**src/rtl/wake_ctrl_consts.vh**
```
// Register offsets, field positions, reset values and timing counts of the wakeup controller
`ifndef WAKE_CTRL_CONSTS_VH
`define WAKE_CTRL_CONSTS_VH

`define OFS_SUPPLY_CTRL       8'h00
`define OFS_SMON_MODE         8'h04
`define OFS_MODE              8'h08
`define OFS_WAKE_MODE         8'h0C
`define OFS_WAKE_INPUTS       8'h10
`define OFS_STATUS            8'h14
`define OFS_WRITE_PROTECT     8'hE4
`define OFS_STIMULUS          8'hF0

`define MODE_RESET            32'h0000DA00

`define WM_FORCE_EN           0
`define WM_SMON_EN            1
`define WM_RTT_EN             2
`define WM_RTC_EN             3
`define WM_LP_EN_A            5
`define WM_LP_EN_B            6
`define WM_CLR_EN             7
`define WM_FDBC_LO            8
`define WM_WDBC_LO            12
`define WM_LPCNT_LO           16
`define WM_CLR_B_DIS          20

`define ST_FORCE              1
`define ST_LP_A               16
`define ST_LP_B               17
`define ST_WAKE_LO            16

`define CTRL_VROFF            2
`define CTRL_KEY              8'hA5

`define DBC_3                 16'd3
`define DBC_32                16'd32
`define DBC_512               16'd512
`define DBC_4096              16'd4096
`define DBC_32768             16'd32768

`endif

```
**src/rtl/backup_wakeup_debounce_ctrl.v**
```verilog
// Backup-domain wakeup controller with debouncers, status and write protection
`include "wake_ctrl_consts.vh"
module backup_wakeup_debounce_ctrl #(
  parameter N_WAKE = 16
) (
  input  wire              mclk,
  input  wire              reset,
  input  wire [7:0]        s_axi_awaddr,
  input  wire              s_axi_awvalid,
  output reg               s_axi_awready,
  input  wire [31:0]       s_axi_wdata,
  input  wire [3:0]        s_axi_wstrb,
  input  wire              s_axi_wvalid,
  output reg               s_axi_wready,
  output reg  [1:0]        s_axi_bresp,
  output reg               s_axi_bvalid,
  input  wire              s_axi_bready,
  input  wire [7:0]        s_axi_araddr,
  input  wire              s_axi_arvalid,
  output reg               s_axi_arready,
  output reg  [31:0]       s_axi_rdata,
  output reg  [1:0]        s_axi_rresp,
  output reg               s_axi_rvalid,
  input  wire              s_axi_rready,
  input  wire              force_wake_pin,
  input  wire [N_WAKE-1:0] wake_input_n,
  input  wire              rtc_sampling_wave_pin,
  input  wire              rtc_alarm,
  input  wire              rtt_alarm,
  input  wire              supply_monitor_detect,
  output reg               core_supply_on,
  output reg               backup_clear
);

  reg [31:0] wake_mode_reg;
  reg [31:0] wake_inputs_reg;
  reg [31:0] smon_mode_reg;
  reg [31:0] mode_reg;
  reg [31:0] system_write_protect_mode;
  reg        force_wake_status;
  reg [N_WAKE-1:0] wake_input_source_flag_n;
  reg [1:0]  lowpower_debounce_flag_n;
  reg        aw_held;
  reg        w_held;
  reg [7:0]  aw_addr;
  reg [31:0] w_data;
  reg [3:0]  w_strb;
  reg        force_prev;
  reg [15:0] force_cnt;
  reg [15:0] wake_cnt;
  reg        wake_fired;
  reg        force_fired;
  reg        wave_prev;

  wire write_protect_enable = system_write_protect_mode[0];
  wire force_wake_enable = wake_mode_reg[`WM_FORCE_EN];
  wire [2:0] force_wake_debounce_sel = wake_mode_reg[`WM_FDBC_LO +: 3];
  wire [2:0] wake_input_debounce_sel = wake_mode_reg[`WM_WDBC_LO +: 3];
  wire [2:0] lowpower_sample_count = wake_mode_reg[`WM_LPCNT_LO +: 3];
  wire lowpower_debounce_enable_a = wake_mode_reg[`WM_LP_EN_A];
  wire lowpower_debounce_enable_b = wake_mode_reg[`WM_LP_EN_B];
  wire tamper_clear_enable = wake_mode_reg[`WM_CLR_EN];
  wire tamper_b_clear_disable = wake_mode_reg[`WM_CLR_B_DIS];
  wire [N_WAKE-1:0] wake_input_enable_n = wake_inputs_reg[N_WAKE-1:0];
  wire [N_WAKE-1:0] wake_input_polarity_n = wake_inputs_reg[16 +: N_WAKE];
  wire tamper_a_polarity = wake_input_polarity_n[0];
  wire tamper_b_polarity = wake_input_polarity_n[10];

  function [15:0] dbc_period;
    input [2:0] sel;
    begin
      case (sel)
        3'h1: dbc_period = `DBC_3;
        3'h2: dbc_period = `DBC_32;
        3'h3: dbc_period = `DBC_512;
        3'h4: dbc_period = `DBC_4096;
        3'h5: dbc_period = `DBC_32768;
        default: dbc_period = 16'h0001;
      endcase
    end
  endfunction

  // Polarity-adjusted, enabled inputs
  wire [N_WAKE-1:0] wake_active;
  genvar gi;
  generate
    for (gi = 0; gi < N_WAKE; gi = gi + 1) begin : g_wake
      assign wake_active[gi] = wake_input_enable_n[gi] &
                               (wake_input_n[gi] == wake_input_polarity_n[gi]);
    end
  endgenerate
  wire wake_any = |wake_active;

  // Force pin is active low; zero setting needs a seen fall then one low cycle
  wire force_low = force_wake_enable & ~force_wake_pin;
  wire [15:0] force_period = dbc_period(force_wake_debounce_sel);
  wire force_hit = force_low & ~force_fired &
                   ((force_wake_debounce_sel == 3'h0) ? (force_cnt != 16'h0000)
                                                      : (force_cnt >= force_period));
  wire [15:0] wake_period = dbc_period(wake_input_debounce_sel);
  wire wake_hit = wake_any & ~wake_fired &
                  ((wake_input_debounce_sel == 3'h0) ? 1'b1
                                                     : (wake_cnt >= wake_period));

  // Low-power debouncers sample on the falling edge of the sampling wave
  wire sample_edge = wave_prev & ~rtc_sampling_wave_pin;
  wire [2:0] lp_need = (lowpower_sample_count < 3'h2) ? 3'h2 : lowpower_sample_count;
  wire [1:0] lp_enable = {lowpower_debounce_enable_b, lowpower_debounce_enable_a};
  wire [1:0] lp_pin = {wake_input_n[10], wake_input_n[0]};
  wire [1:0] lp_pol = {tamper_b_polarity, tamper_a_polarity};
  wire [1:0] lp_hit;
  genvar li;
  generate
    for (li = 0; li < 2; li = li + 1) begin : g_lp
      // One count per tamper input; the needed count is shared
      reg  [2:0] lp_cnt;
      reg        lp_fire;
      wire       lp_act = lp_enable[li] & (lp_pin[li] == lp_pol[li]);
      // Widened sum so a saturated count cannot wrap past the target
      assign lp_hit[li] = sample_edge & lp_act & ~lp_fire &
                          (({1'b0, lp_cnt} + 4'h1) >= {1'b0, lp_need});
      always @(posedge mclk or posedge reset) begin
        if (reset) begin
          lp_cnt <= 3'h0;
          lp_fire <= 1'b0;
        end else if (sample_edge) begin
          if (~lp_act)
            lp_cnt <= 3'h0;
          else if (lp_cnt != 3'h7)
            lp_cnt <= lp_cnt + 3'h1;
          lp_fire <= lp_act & (lp_fire | lp_hit[li]);
        end
      end
    end
  endgenerate
  wire lp_hit_a = lp_hit[0];
  wire lp_hit_b = lp_hit[1];

  wire wake_event = force_hit | wake_hit | lp_hit_a | lp_hit_b |
                    (wake_mode_reg[`WM_RTC_EN] & rtc_alarm) |
                    (wake_mode_reg[`WM_RTT_EN] & rtt_alarm) |
                    (wake_mode_reg[`WM_SMON_EN] & supply_monitor_detect);

  // Bus handshake
  wire do_write = aw_held & w_held & ~s_axi_bvalid;
  wire do_read = s_axi_arvalid & s_axi_arready;
  wire status_read = do_read & (s_axi_araddr == `OFS_STATUS);
  wire [31:0] wmask = {{8{w_strb[3]}}, {8{w_strb[2]}}, {8{w_strb[1]}}, {8{w_strb[0]}}};
  wire wr_ok = ~write_protect_enable;
  wire vroff_cmd = do_write & wr_ok & (aw_addr == `OFS_SUPPLY_CTRL) & w_strb[3] &
                   (w_data[31:24] == `CTRL_KEY) & w_data[`CTRL_VROFF];
  wire addr_known = (aw_addr == `OFS_SUPPLY_CTRL) | (aw_addr == `OFS_SMON_MODE) |
                    (aw_addr == `OFS_MODE) | (aw_addr == `OFS_WAKE_MODE) |
                    (aw_addr == `OFS_WAKE_INPUTS) | (aw_addr == `OFS_STATUS) |
                    (aw_addr == `OFS_WRITE_PROTECT);

  reg [31:0] next_rdata;
  reg        next_rerr;
  always @* begin
    next_rdata = 32'h00000000;
    next_rerr = 1'b0;
    case (s_axi_araddr)
      `OFS_SUPPLY_CTRL:   next_rdata = 32'h00000000;
      `OFS_SMON_MODE:     next_rdata = smon_mode_reg;
      `OFS_MODE:          next_rdata = mode_reg;
      `OFS_WAKE_MODE:     next_rdata = wake_mode_reg;
      `OFS_WAKE_INPUTS:   next_rdata = wake_inputs_reg;
      `OFS_STATUS: begin
        next_rdata[`ST_FORCE] = force_wake_status;
        next_rdata[`ST_LP_A - 3] = lowpower_debounce_flag_n[0];
        next_rdata[`ST_LP_B - 3] = lowpower_debounce_flag_n[1];
        next_rdata[`ST_WAKE_LO +: N_WAKE] = wake_input_source_flag_n;
        next_rdata[0] = core_supply_on;
      end
      `OFS_WRITE_PROTECT: next_rdata = system_write_protect_mode;
      default:            next_rerr = 1'b1;
    endcase
  end

  always @(posedge mclk or posedge reset) begin
    if (reset) begin
      s_axi_awready <= 1'b0;
      s_axi_wready <= 1'b0;
      s_axi_bvalid <= 1'b0;
      s_axi_bresp <= 2'b00;
      aw_held <= 1'b0;
      w_held <= 1'b0;
      aw_addr <= 8'h00;
      w_data <= 32'h00000000;
      w_strb <= 4'h0;
    end else begin
      s_axi_awready <= ~aw_held & ~s_axi_awready & s_axi_awvalid;
      s_axi_wready <= ~w_held & ~s_axi_wready & s_axi_wvalid;
      if (s_axi_awvalid & s_axi_awready) begin
        aw_held <= 1'b1;
        aw_addr <= s_axi_awaddr;
      end
      if (s_axi_wvalid & s_axi_wready) begin
        w_held <= 1'b1;
        w_data <= s_axi_wdata;
        w_strb <= s_axi_wstrb;
      end
      if (do_write) begin
        s_axi_bvalid <= 1'b1;
        s_axi_bresp <= addr_known ? 2'b00 : 2'b10;
      end else if (s_axi_bvalid & s_axi_bready) begin
        s_axi_bvalid <= 1'b0;
        aw_held <= 1'b0;
        w_held <= 1'b0;
      end
    end
  end

  // Read channel answers one cycle after its address is taken
  always @(posedge mclk or posedge reset) begin
    if (reset) begin
      s_axi_arready <= 1'b0;
      s_axi_rvalid <= 1'b0;
      s_axi_rresp <= 2'b00;
      s_axi_rdata <= 32'h00000000;
    end else begin
      s_axi_arready <= ~s_axi_arready & ~s_axi_rvalid & s_axi_arvalid;
      if (do_read) begin
        s_axi_rvalid <= 1'b1;
        s_axi_rdata <= next_rdata;
        s_axi_rresp <= next_rerr ? 2'b10 : 2'b00;
      end else if (s_axi_rvalid & s_axi_rready) begin
        s_axi_rvalid <= 1'b0;
      end
    end
  end

  // Register writes; protection covers neither the protect register nor the wake inputs register
  wire wr_smon = do_write & wr_ok & (aw_addr == `OFS_SMON_MODE);
  wire wr_mode = do_write & wr_ok & (aw_addr == `OFS_MODE);
  wire wr_wake_mode = do_write & wr_ok & (aw_addr == `OFS_WAKE_MODE);
  wire wr_wake_inputs = do_write & (aw_addr == `OFS_WAKE_INPUTS);
  wire wr_protect = do_write & (aw_addr == `OFS_WRITE_PROTECT);

  always @(posedge mclk or posedge reset) begin
    if (reset)
      smon_mode_reg <= 32'h00000000;
    else if (wr_smon)
      smon_mode_reg <= (smon_mode_reg & ~wmask) | (w_data & wmask);
  end

  always @(posedge mclk or posedge reset) begin
    if (reset)
      mode_reg <= `MODE_RESET;
    else if (wr_mode)
      mode_reg <= (mode_reg & ~wmask) | (w_data & wmask);
  end

  always @(posedge mclk or posedge reset) begin
    if (reset)
      wake_mode_reg <= 32'h00000000;
    else if (wr_wake_mode)
      wake_mode_reg <= (wake_mode_reg & ~wmask) | (w_data & wmask);
  end

  always @(posedge mclk or posedge reset) begin
    if (reset)
      wake_inputs_reg <= 32'h00000000;
    else if (wr_wake_inputs)
      wake_inputs_reg <= (wake_inputs_reg & ~wmask) | (w_data & wmask);
  end

  always @(posedge mclk or posedge reset) begin
    if (reset)
      system_write_protect_mode <= 32'h00000000;
    else if (wr_protect)
      system_write_protect_mode <= (system_write_protect_mode & ~wmask) | (w_data & wmask);
  end

  // Force pin debouncer
  always @(posedge mclk or posedge reset) begin
    if (reset) begin
      force_prev <= 1'b1;
      force_cnt <= 16'h0000;
      force_fired <= 1'b0;
    end else begin
      force_prev <= force_wake_pin;
      // Every setting counts only from a seen fall; count climbs while low, saturating at FFFF
      if (~force_low)
        force_cnt <= 16'h0000;
      else if ((force_prev | (force_cnt != 16'h0000)) & (force_cnt != 16'hFFFF))
        force_cnt <= force_cnt + 16'h0001;
      force_fired <= force_low & (force_fired | force_hit);
    end
  end

  // Shared wake input debouncer; one fire per held condition, release rearms
  always @(posedge mclk or posedge reset) begin
    if (reset) begin
      wake_cnt <= 16'h0000;
      wake_fired <= 1'b0;
    end else begin
      if (~wake_any)
        wake_cnt <= 16'h0000;
      else if (wake_cnt != 16'hFFFF)
        wake_cnt <= wake_cnt + 16'h0001;
      wake_fired <= wake_any & (wake_fired | wake_hit);
    end
  end

  // Sampling wave history; idle low so reset makes no false edge
  always @(posedge mclk or posedge reset) begin
    if (reset)
      wave_prev <= 1'b0;
    else
      wave_prev <= rtc_sampling_wave_pin;
  end

  // Core supply returns on any wakeup; key-gated command drops it
  always @(posedge mclk or posedge reset) begin
    if (reset) begin
      core_supply_on <= 1'b1;
      backup_clear <= 1'b0;
    end else begin
      if (wake_event)
        core_supply_on <= 1'b1;
      else if (vroff_cmd)
        core_supply_on <= 1'b0;
      // Registered clear costs one cycle; scratch clear is a strobe
      backup_clear <= tamper_clear_enable &
                      (lp_hit_a | (lp_hit_b & ~tamper_b_clear_disable));
    end
  end

  // Status flags; force flag set wins over read-clear, other flags change only on a new hit
  always @(posedge mclk or posedge reset) begin
    if (reset) begin
      force_wake_status <= 1'b0;
      wake_input_source_flag_n <= {N_WAKE{1'b0}};
      lowpower_debounce_flag_n <= 2'b00;
    end else begin
      if (force_hit)
        force_wake_status <= 1'b1;
      else if (status_read)
        force_wake_status <= 1'b0;
      if (wake_hit)
        wake_input_source_flag_n <= wake_active;
      if (lp_hit_a | lp_hit_b)
        lowpower_debounce_flag_n <= {lp_hit_b, lp_hit_a};
    end
  end

endmodule

```
**config.mk**
```make
export PLATFORM = sky130hd
export DESIGN_NAME = backup_wakeup_debounce_ctrl
export DESIGN_NICKNAME = d
export VERILOG_FILES = /design/src/rtl/backup_wakeup_debounce_ctrl.v
export VERILOG_INCLUDE_DIRS = /design/src /design/src/rtl
export SDC_FILE = /design/constraint.sdc
export NUM_CORES = 1
export LEC_CHECK = 0
export ABC_CLOCK_PERIOD_IN_PS = 11100
export BUFFER_PORTS_ARGS = -buffer_cell sky130_fd_sc_hd__buf_2
export CAP_MARGIN = 20
export CORE_UTILIZATION = 60
export CTS_CLUSTER_DIAMETER = 80
export DETAILED_ROUTE_END_ITERATION = 10
export PLACE_DENSITY = 0.86
export SYNTH_ARGS = -nofsm -noshare
export SYNTH_HDL_FRONTEND = slang
export SYNTH_SLANG_ARGS = --single-unit
```
**constraint.sdc**
```tcl
create_clock -name mclk -period 11.1 [get_ports mclk]
set_input_delay 1.665 -clock mclk [delete_from_list [all_inputs] [get_ports mclk]]
set_output_delay 1.665 -clock mclk [all_outputs]
set_load 0.005 [all_outputs]
```
; ---- After elaboration in Yosys (flattened, before gate mapping)
; Cells that the tools add are included.
[totals]
reg_bits = 312
out_inout_bits = 43
word_cells = 248
[op_classes]
add_sub_neg = 6
n_lt_le_gt_ge = 5
eq_ne = 47
n_mux = 34
n_bitwise = 110
n_reduce_logical = 13
[op_table]
columns = operator, count
row1 = $and A32 B32 Y32, 6
row2 = $or A32 B32 Y32, 5
row3 = $pmux W16 S5, 2
row4 = $pmux W16 S6, 1
row5 = $and A1 B1 Y1, 64
row6 = $mux W16, 4
row7 = $pmux W11 S5, 1
row8 = $add A16 B1 Y16 const B, 2
row9 = $eq A8 B4 Y1 const B, 4
row10 = $eq A8 B5 Y1 const B, 4
row11 = $ge A16 B16 Y1, 2
row12 = $ne A16 B16 Y1 const B, 2
row13 = $not A32 Y32, 1
row14 = $eq A8 B8 Y1 const B, 3
row15 = $pmux W2 S6, 2
row16 = $or A1 B1 Y1, 19
row17 = $eq A1 B1 Y1, 16
row18 = $eq A8 B3 Y1 const B, 2
row19 = $logic_not A8 Y1, 2
row20 = $mux W1, 16
row21 = $reduce_bool A16 Y1, 1
row22 = $reduce_or A16 Y1, 1
row23 = $mux W3, 5
row24 = $not A1 Y1, 15
row25 = other kinds (15), 35

; ---- Logic depth before layout (Yosys ltp)
; Gate-level depths: netlist (run 1).
[depth]
ltp_word = 12
ltp_mapped = 11
ltp_nobuf = 8

; ---- Worst setup path before layout (run 1)
; OpenSTA, ideal clock, no wires.
[synth_path]
path_kind = input to register
startpoint = in s_axi_araddr[2]
endpoint = reg s_axi_rdata[10]
arrival_time_ns = 3.067
slack_ns = 7.899
cell_stages = 7
path_buffers = 3
cell_sequence = buf_2 > buf_2 > buf_1 > mux2i_1 > o2bb2ai_1 > a221oi_1 > o21ai_0
[synth_between]
elab_chain_len = 2
[synth_rtl]
columns = element, line
row1 = start: declaration, backup_wakeup_debounce_ctrl.v:18  ; input wire [7:0] s_axi_araddr,
row2 = "$eq A8 B8 Y1, or another cell as far along", backup_wakeup_debounce_ctrl.v:162  ; case (s_axi_araddr)
row3 = $pmux W11 S5 *, backup_wakeup_debounce_ctrl.v:162
row4 = end signal: assignment, backup_wakeup_debounce_ctrl.v:225  ; s_axi_rdata <= next_rdata;
row5 = end: declaration, backup_wakeup_debounce_ctrl.v:21  ; output reg [31:0] s_axi_rdata,
; Every way passes the cells marked *; elsewhere a longest branch is shown, timed or not.
; A chain may end at the register's enable or synchronous reset.

; ---- Worst setup path in the final report (run 1)
[layout_path]
startpoint = in s_axi_araddr[2]
endpoint = reg s_axi_rdata[20]
[layout_between]
elab_chain_len = 2
[layout_rtl]
columns = element, line
row1 = "$eq A8 B8 Y1, or another cell as far along", backup_wakeup_debounce_ctrl.v:162
row2 = $pmux W16 S6 *, backup_wakeup_debounce_ctrl.v:162
; Marked as above.

==> results.md, run 1 <==
* Vias per cell at 6.41
* GR Util All Layers at 0.288
* Yosys cell types at 62
* CTS clk-pin slew, worst paths at 0.07 ns
* Via count at 10200
* Cts hold-fix bufs at 0
* Crit path required time at 11.62 ns
* DIE AREA at 24400 µm²
* Chip height at 156 µm
* # IOs at 123
* H-tree depth at 1
* Synth Area per Inst at 12.5 µm²
* Layout cell share with drive strength beyond 1 at 0.338
* Synth Area in Compound Gates at 0.103
* RSZ-0062 raised after global routing: no
* Final min period at 4.03 ns
* Clk_lat worst skew at 0.58 ns
* Fmax at 248 MHz
* Largest cells by area after synthesis: dfrtp_1 (53%), mux2_2 (18%), ha_1 (2.2%)
* Post-synth ARST share at 1.00
* Largest net degree at the start of global routing at 147
* CTS sink count at 310
* Die W at 156 µm
* Final Setup Violations at 0
* Slew @ Worst Pin at 1.11 ns
* Cells after synthesis at 1139
* Hold Fails Final Rpt at 0
* Synth cell count leaders: dfrtp_1 (303), mux2_2 (226), nand2_1 (76), a21oi_1 (42), clkbuf_1 (42)
* Max VDD drop at 143 µV
* Clock root buffer: clkbuf_16
* Hold depth at 1
* Critical path class: input port to flip-flop
* Final setup TNS at 0 ns
* CTS Buffer Depth at 3
* LEAKAGE at 7.93 nW
* Power Total at 0.00297 W
* Area Growth Syn to Fin at 13.5%
* Status: finished clean
* Starting density of the core at 0.610
* Antenna Cells at 0
* Simple-gate share of the synthesized area at 0.0881
* Main combinational cell family by area after synthesis: multiplexers
* DRT antenna net count at 0
* Grt total ovfl at 0
* CTS Buf Count at 31
* Final WL at 34.3 mm
* XOR/XNOR share of the synthesized area at 0.0203
* Num rows at 56
* Core area at 23400 µm²
* Maxcap violations at 0
* Period Utilization, post-route at 0.363
* Synth Area in Adders at 0.0219
* Sequential area share after synthesis at 0.544
* Post-cts resize count at 0
* Critical Path AT at 4.55 ns
* FF-to-FF path depth at 8
* First-pass GRT wire length at 54.4 mm
* Warnings, synthesis at 0
* Slew margin rel. at 0.262
* TritonCTS clock tree: done
* R2r setup slk at 8.16 ns
* Final HPWL DP at 22.6 mm
* Detailed Routing Iterations Pass 1 at 6
* Cell Pwr Density at 183 nW/µm²
* Worst-path fanout max at 34
* EDFF count, synth at 0
* Area share of the largest cell type after synthesis at 0.531
* Mapped Area at 14300 µm²
* DRC at 0
* Initial antenna violation count at 0
* Vias in the first global route at 10300
* Multiplexer share of the synthesized area at 0.200
* Clock skew at 0.0225 ns
* Yosys reg bits at 310
* Worst setup SP type: input port
* Top-count cell post-synth: dfrtp_1
* Max-slew violation count at 0
* CP Capture Type: flip-flop
* Buffers on Ports at 120
* Hold Path Class: flip-flop to flip-flop
* Post-DR wirelength/cell at 21.5 µm
* Placer congestion estimate at 0.921
* Number of DRC markers in iteration 0 at 940
* Post-CTS Setup Repair Bufs at 0
* Nets at 1356
* Primary FF master, synth: dfrtp_1
* Area leader, netlist: dfrtp_1
==> path summary, 6_finish.rpt <==
kind,endpoint,from
setup reg to reg,wake_input_source_flag_n[5]$_DFFE_PP0P_,flip-flop
hold / removal,s_axi_arready$_DFF_PP0_,s_axi_rvalid$_DFFE_PP0P_
min in group asynchronous,s_axi_rvalid$_DFFE_PP0P_,reset
hold reg to reg,s_axi_arready$_DFF_PP0_,s_axi_rvalid$_DFFE_PP0P_
max in group asynchronous,async pin,reset
setup / recovery,s_axi_rdata[20]$_DFFE_PP0P_,s_axi_araddr[2]
==> metrics by stage <==
step | area, µm² | hold slack (ns) | worst slack (ns) | std cells | utilization
after global placement | 15100 | 0.445 | 6.80 | 1534 | 0.646
after detailed placement | 15100 | 0.456 | 6.62 | 1535 | 0.646
final | 16200 | 0.479 | 7.07 | 1595 | 0.692
after floorplan | 14300 | 0.444 | 0.874 | 1140 | -
after global routing | 16200 | 0.492 | 6.94 | 1595 | 0.692
after CTS | 16100 | 0.466 | 7.14 | 1593 | 0.690
==> cell type report <==
class,count,area (µm²)
clock buffer,47,896
timing repair buffer,129,708
fill,1670,7210
multi-input combinational,752,6190
sequential,310,7770
tap,319,399
clock inverter,11,126
inverter,27,109
==> critical path, stage by stage <==
cell	delay (ns)
buf_2	0.76
nor4b_1	0.47
and3_1	0.97
a222oi_1	0.30
a21oi_1	0.26
a21o_1	0.11
==> routing by layer <==
layer	share of wire	GRT usage	wire (µm)	vias to the layer above
met2	0.49	0.477	16600	379
met5	0	0	0	-
met4	0.035	0.109	1210	0
met1	0.42	0.387	14300	5266
met3	0.063	0.0406	2160	99
li1	-	-	-	4476
==> placed cells by master (no fill, tap or decap), drive strengths merged, types with 29 or more instances in the layout <==
| cell type | n |
|---|---|
| nand2 | 80 |
| nor2 | 34 |
| a21oi | 42 |
| mux2 | 227 |
| mux2i | 29 |
| buf | 129 |
| clkbuf | 47 |
| dfrtp | 303 |
==> cells by family after synthesis <==
group | after synthesis
flops | 310
mux | 256
simple gates | 232
compound gates | 204
buf+inv | 78
xor+xnor | 33
fa+ha+maj | 25
other cells | 1
==> power breakdown <==
group	internal, W	total (W)	switching, W
sequential	0.00130	0.00151	0.000216
clock	0.000605	0.00105	0.000442
combinational	0.000216	0.000409	0.000192
Power figures use the tool's default switching activity.
==> run 2, diff against run 1 <==
- ABC_CLOCK_PERIOD_IN_PS: 11100 -> 4100
- clock period: 11.1 -> 4.1 ns (I/O delays scaled with it)
==> run 2 against run 1 <==
Effect of this change:
- total power rose to 2.8 times the previous value
- critical path depth up 2
- cell count unchanged
- sequential cell count did not move
- first-iteration DRC count shrank 1.5%
- sequential power increased to 2.7 times the previous value
==> results.md, run 2 (synthesis gave the netlist of run 1 again) <==
* Sw Ratio at 0.281 (-0.00508)
* Largest net degree at the start of global routing at 116 (-21%)
* TritonCTS clock tree: done
* Number of DRC markers in iteration 0 at 926 (-1.5%)
* Slew @ Worst Pin at 1.10 ns (-0.00973 ns)
* Buffers on Ports at 120 (unchanged)
* H-tree depth at 2 (+1)
* Crit path cell chain: or3b_2, ha_1, or4_1, a311oi_1, o21ai_0, o211ai_1, buf_4, mux2i_1
* Leading cell type in the layout, fill and taps excluded: dfrtp_1
* RSZ-0062 raised after global routing: no
* Core area at 23400 µm² (unchanged)
* DP Area at 15200 µm² (+0.36%)
* Maxcap violations at 0 (unchanged)
* Worst setup SP type: flip-flop
* Int Power at 0.00592 W (+180%)
* Via count at 10100 (-1.5%)
* Num rows at 56 (unchanged)
* Starting density of the core at 0.610 (unchanged)
* Final Instance Area at 16300 µm² (+0.52%)
* Sw Pwr at 0.00232 W (+170%)
* LEAKAGE at 7.97 nW (+0.46%)
* Buf+Inv Stages, Crit Path at 1 (unchanged)
* First-pass GRT wire length at 55.4 mm (+1.9%)
* Min-Delay Startpoint: rtc_sampling_wave_pin
* Critical Path AT at 3.20 ns (-1.35 ns)
* FF-to-FF path depth at 8 (unchanged)
* Clock root buffer: clkbuf_16
* Final WL at 34.3 mm (+0.15%)
* Initial antenna violation count at 0 (unchanged)
* Max VDD drop at 468 µV (+230%)
* Register share of total power at 0.499 (-0.011)
* Power Total at 0.00823 W (+180%)
* Period Utilization, post-route at 0.675
* Vias per cell at 6.31 (-1.5%)
* Grt total ovfl at 0 (unchanged)
* CTS clk-pin slew, worst paths at 0.06 ns (about the same)
* Post-cts resize count at 0 (unchanged)
* CP Capture Type: flip-flop
* Max-slew violation count at 0 (unchanged)
* Final min period at 2.77 ns
* Hold depth at 1 (unchanged)
* Most frequent cells in the layout: dfrtp_1 (303), mux2_2 (226), buf_2 (120), nand2_1 (74), a21oi_1 (42)
* Pre-CTS WS at 1.23 ns (-5.39 ns)
* Antenna Cells at 0 (unchanged)
* Top Family by Delay on Critical Path: simple AND/OR/NAND/NOR gates
* Slew margin rel. at 0.269 (+0.00649)
* DRC at 0 (unchanged)
* Hold Path Class: input port to flip-flop
* CTS Buf Count at 34 (+9.7%)
* Vias in the first global route at 10300 (+0.64%)
* Filler cell count at 1646 (-1.4%)
* Chip height at 156 µm (unchanged)
* Placer congestion estimate at 0.878 (-4.7%)
* Worst-path fanout max at 17 (-50%)
* R2r setup slk at 1.33 ns (-6.83 ns)
* Crit-path slowest cell: dfrtp_1
* Area of the multi-input gates at 6190 µm² (about the same)
* CTS sink count at 310 (unchanged)
* Nets at 1360 (+0.29%)
* Die W at 156 µm (unchanged)
* Clk_lat worst skew at 0.51 ns (-0.07 ns)
* Layout cell share with drive strength beyond 1 at 0.339 (+0.00157)
* Crit path required time at 4.53 ns (-7.09 ns)
* Post-CTS Setup Repair Bufs at 0 (unchanged)
* Post-route setup slack at 1.33 ns (-5.74 ns)
* Fmax at 361 MHz
* CTS Buffer Depth at 3 (unchanged)
* Hold Fails Final Rpt at 0 (unchanged)
* Final Setup Violations at 0 (unchanged)
* Clock skew at 0.0170 ns (-0.00558 ns)
* # IOs at 123 (unchanged)
* Final HPWL DP at 22.7 mm (+0.50%)
* Clock network power share at 0.367 (+0.014)
* Max stage delay on crit path at 0.49 ns (-0.48 ns)
* GR Util All Layers at 0.294 (+0.00663)
* Area Growth Syn to Fin at 14.1%
* DRT antenna net count at 0 (unchanged)
* Cell Pwr Density at 506 nW/µm² (+180%)
* Final setup TNS at 0 ns (unchanged)
* Hold Path End: wave_prev$_DFF_PP0_
* Detailed Routing Iterations Pass 1 at 7 (+1)
* DIE AREA at 24400 µm² (unchanged)
* Status: finished clean
* Comb power frac at 0.133 (-0.005)
* Final Util at 0.696 (+0.00358)
* Post-DR wirelength/cell at 21.5 µm (+0.15%)
* Critical path class: flip-flop to flip-flop
* FF/Latch Area at 7770 µm² (unchanged)
* FF-to-FF End: wake_input_source_flag_n[9]$_DFFE_PP0P_
* Cts hold-fix bufs at 0 (unchanged)
==> run 2: cell types whose count changed in the layout (fill, tap and decap cells not counted), moves of 2 or more <==
| cell | change |
|---|---|
| buf_16 | -2 |
| clkbuf_1 | -3 |
| buf_12 | +3 |
| clkbuf_16 | +4 |
| clkinv_2 | -3 |
==> run 2: power groups by stage <==
stage	clock network (W)	registers [W]	logic, W
3_5_place_dp	0	0.00412	0.00110
3_3_place_gp	0	0.00409	0.00105
5_1_grt	0.00318	0.00417	0.00121
6_report	0.00302	0.00411	0.00110
2_1_floorplan	0	0.00387	0.000902
4_1_cts	0.00306	0.00409	0.00111
==> run 2: worst max-delay path by stage <==
stage	end	slack (ns)	cells after the start
floorplan	async pin	-0.64	1
global placement	s_axi_rdata[16]$_DFFE_PP0P_	1.41	7
detailed placement	s_axi_rdata[28]$_DFFE_PP0P_	1.23	7
CTS	wake_input_source_flag_n[6]$_DFFE_PP0P_	1.34	8
global route	wake_input_source_flag_n[6]$_DFFE_PP0P_	1.15	8
finish	wake_input_source_flag_n[9]$_DFFE_PP0P_	1.33	8
==> run 2: routing by layer <==
layer / up-vias / track usage / routed length, µm
met3: 94 / 0.0439 / 2250
met1: 5105 / 0.390 / 14200
met5: - / 0 / 0
met4: 0 / 0.120 / 1250
li1: 4469 / - / -
met2: 394 / 0.488 / 16700
==> run 2: through the flow <==
| stage | hold WS, ns | std cells |
|---|---|---|
| floorplan | 0.444 | 1140 |
| CTS | 0.225 | 1595 |
| detailed placement | 0.454 | 1538 |
| global placement | 0.454 | 1538 |
| global route | 0.231 | 1595 |
| finish | 0.241 | 1595 |
==> run 2: area by class of cell <==
| cell class | count | area share |
|---|---|---|
| Sequential cell | 310 | 0.477 |
| Clock inverter | 8 | 0.00661 |
| Multi-Input combinational cell | 752 | 0.380 |
| Timing Repair Buffer | 130 | 0.0438 |
| Inverter | 27 | 0.00646 |
| Clock buffer | 49 | 0.0613 |
| Tap cell | 319 | 0.0245 |
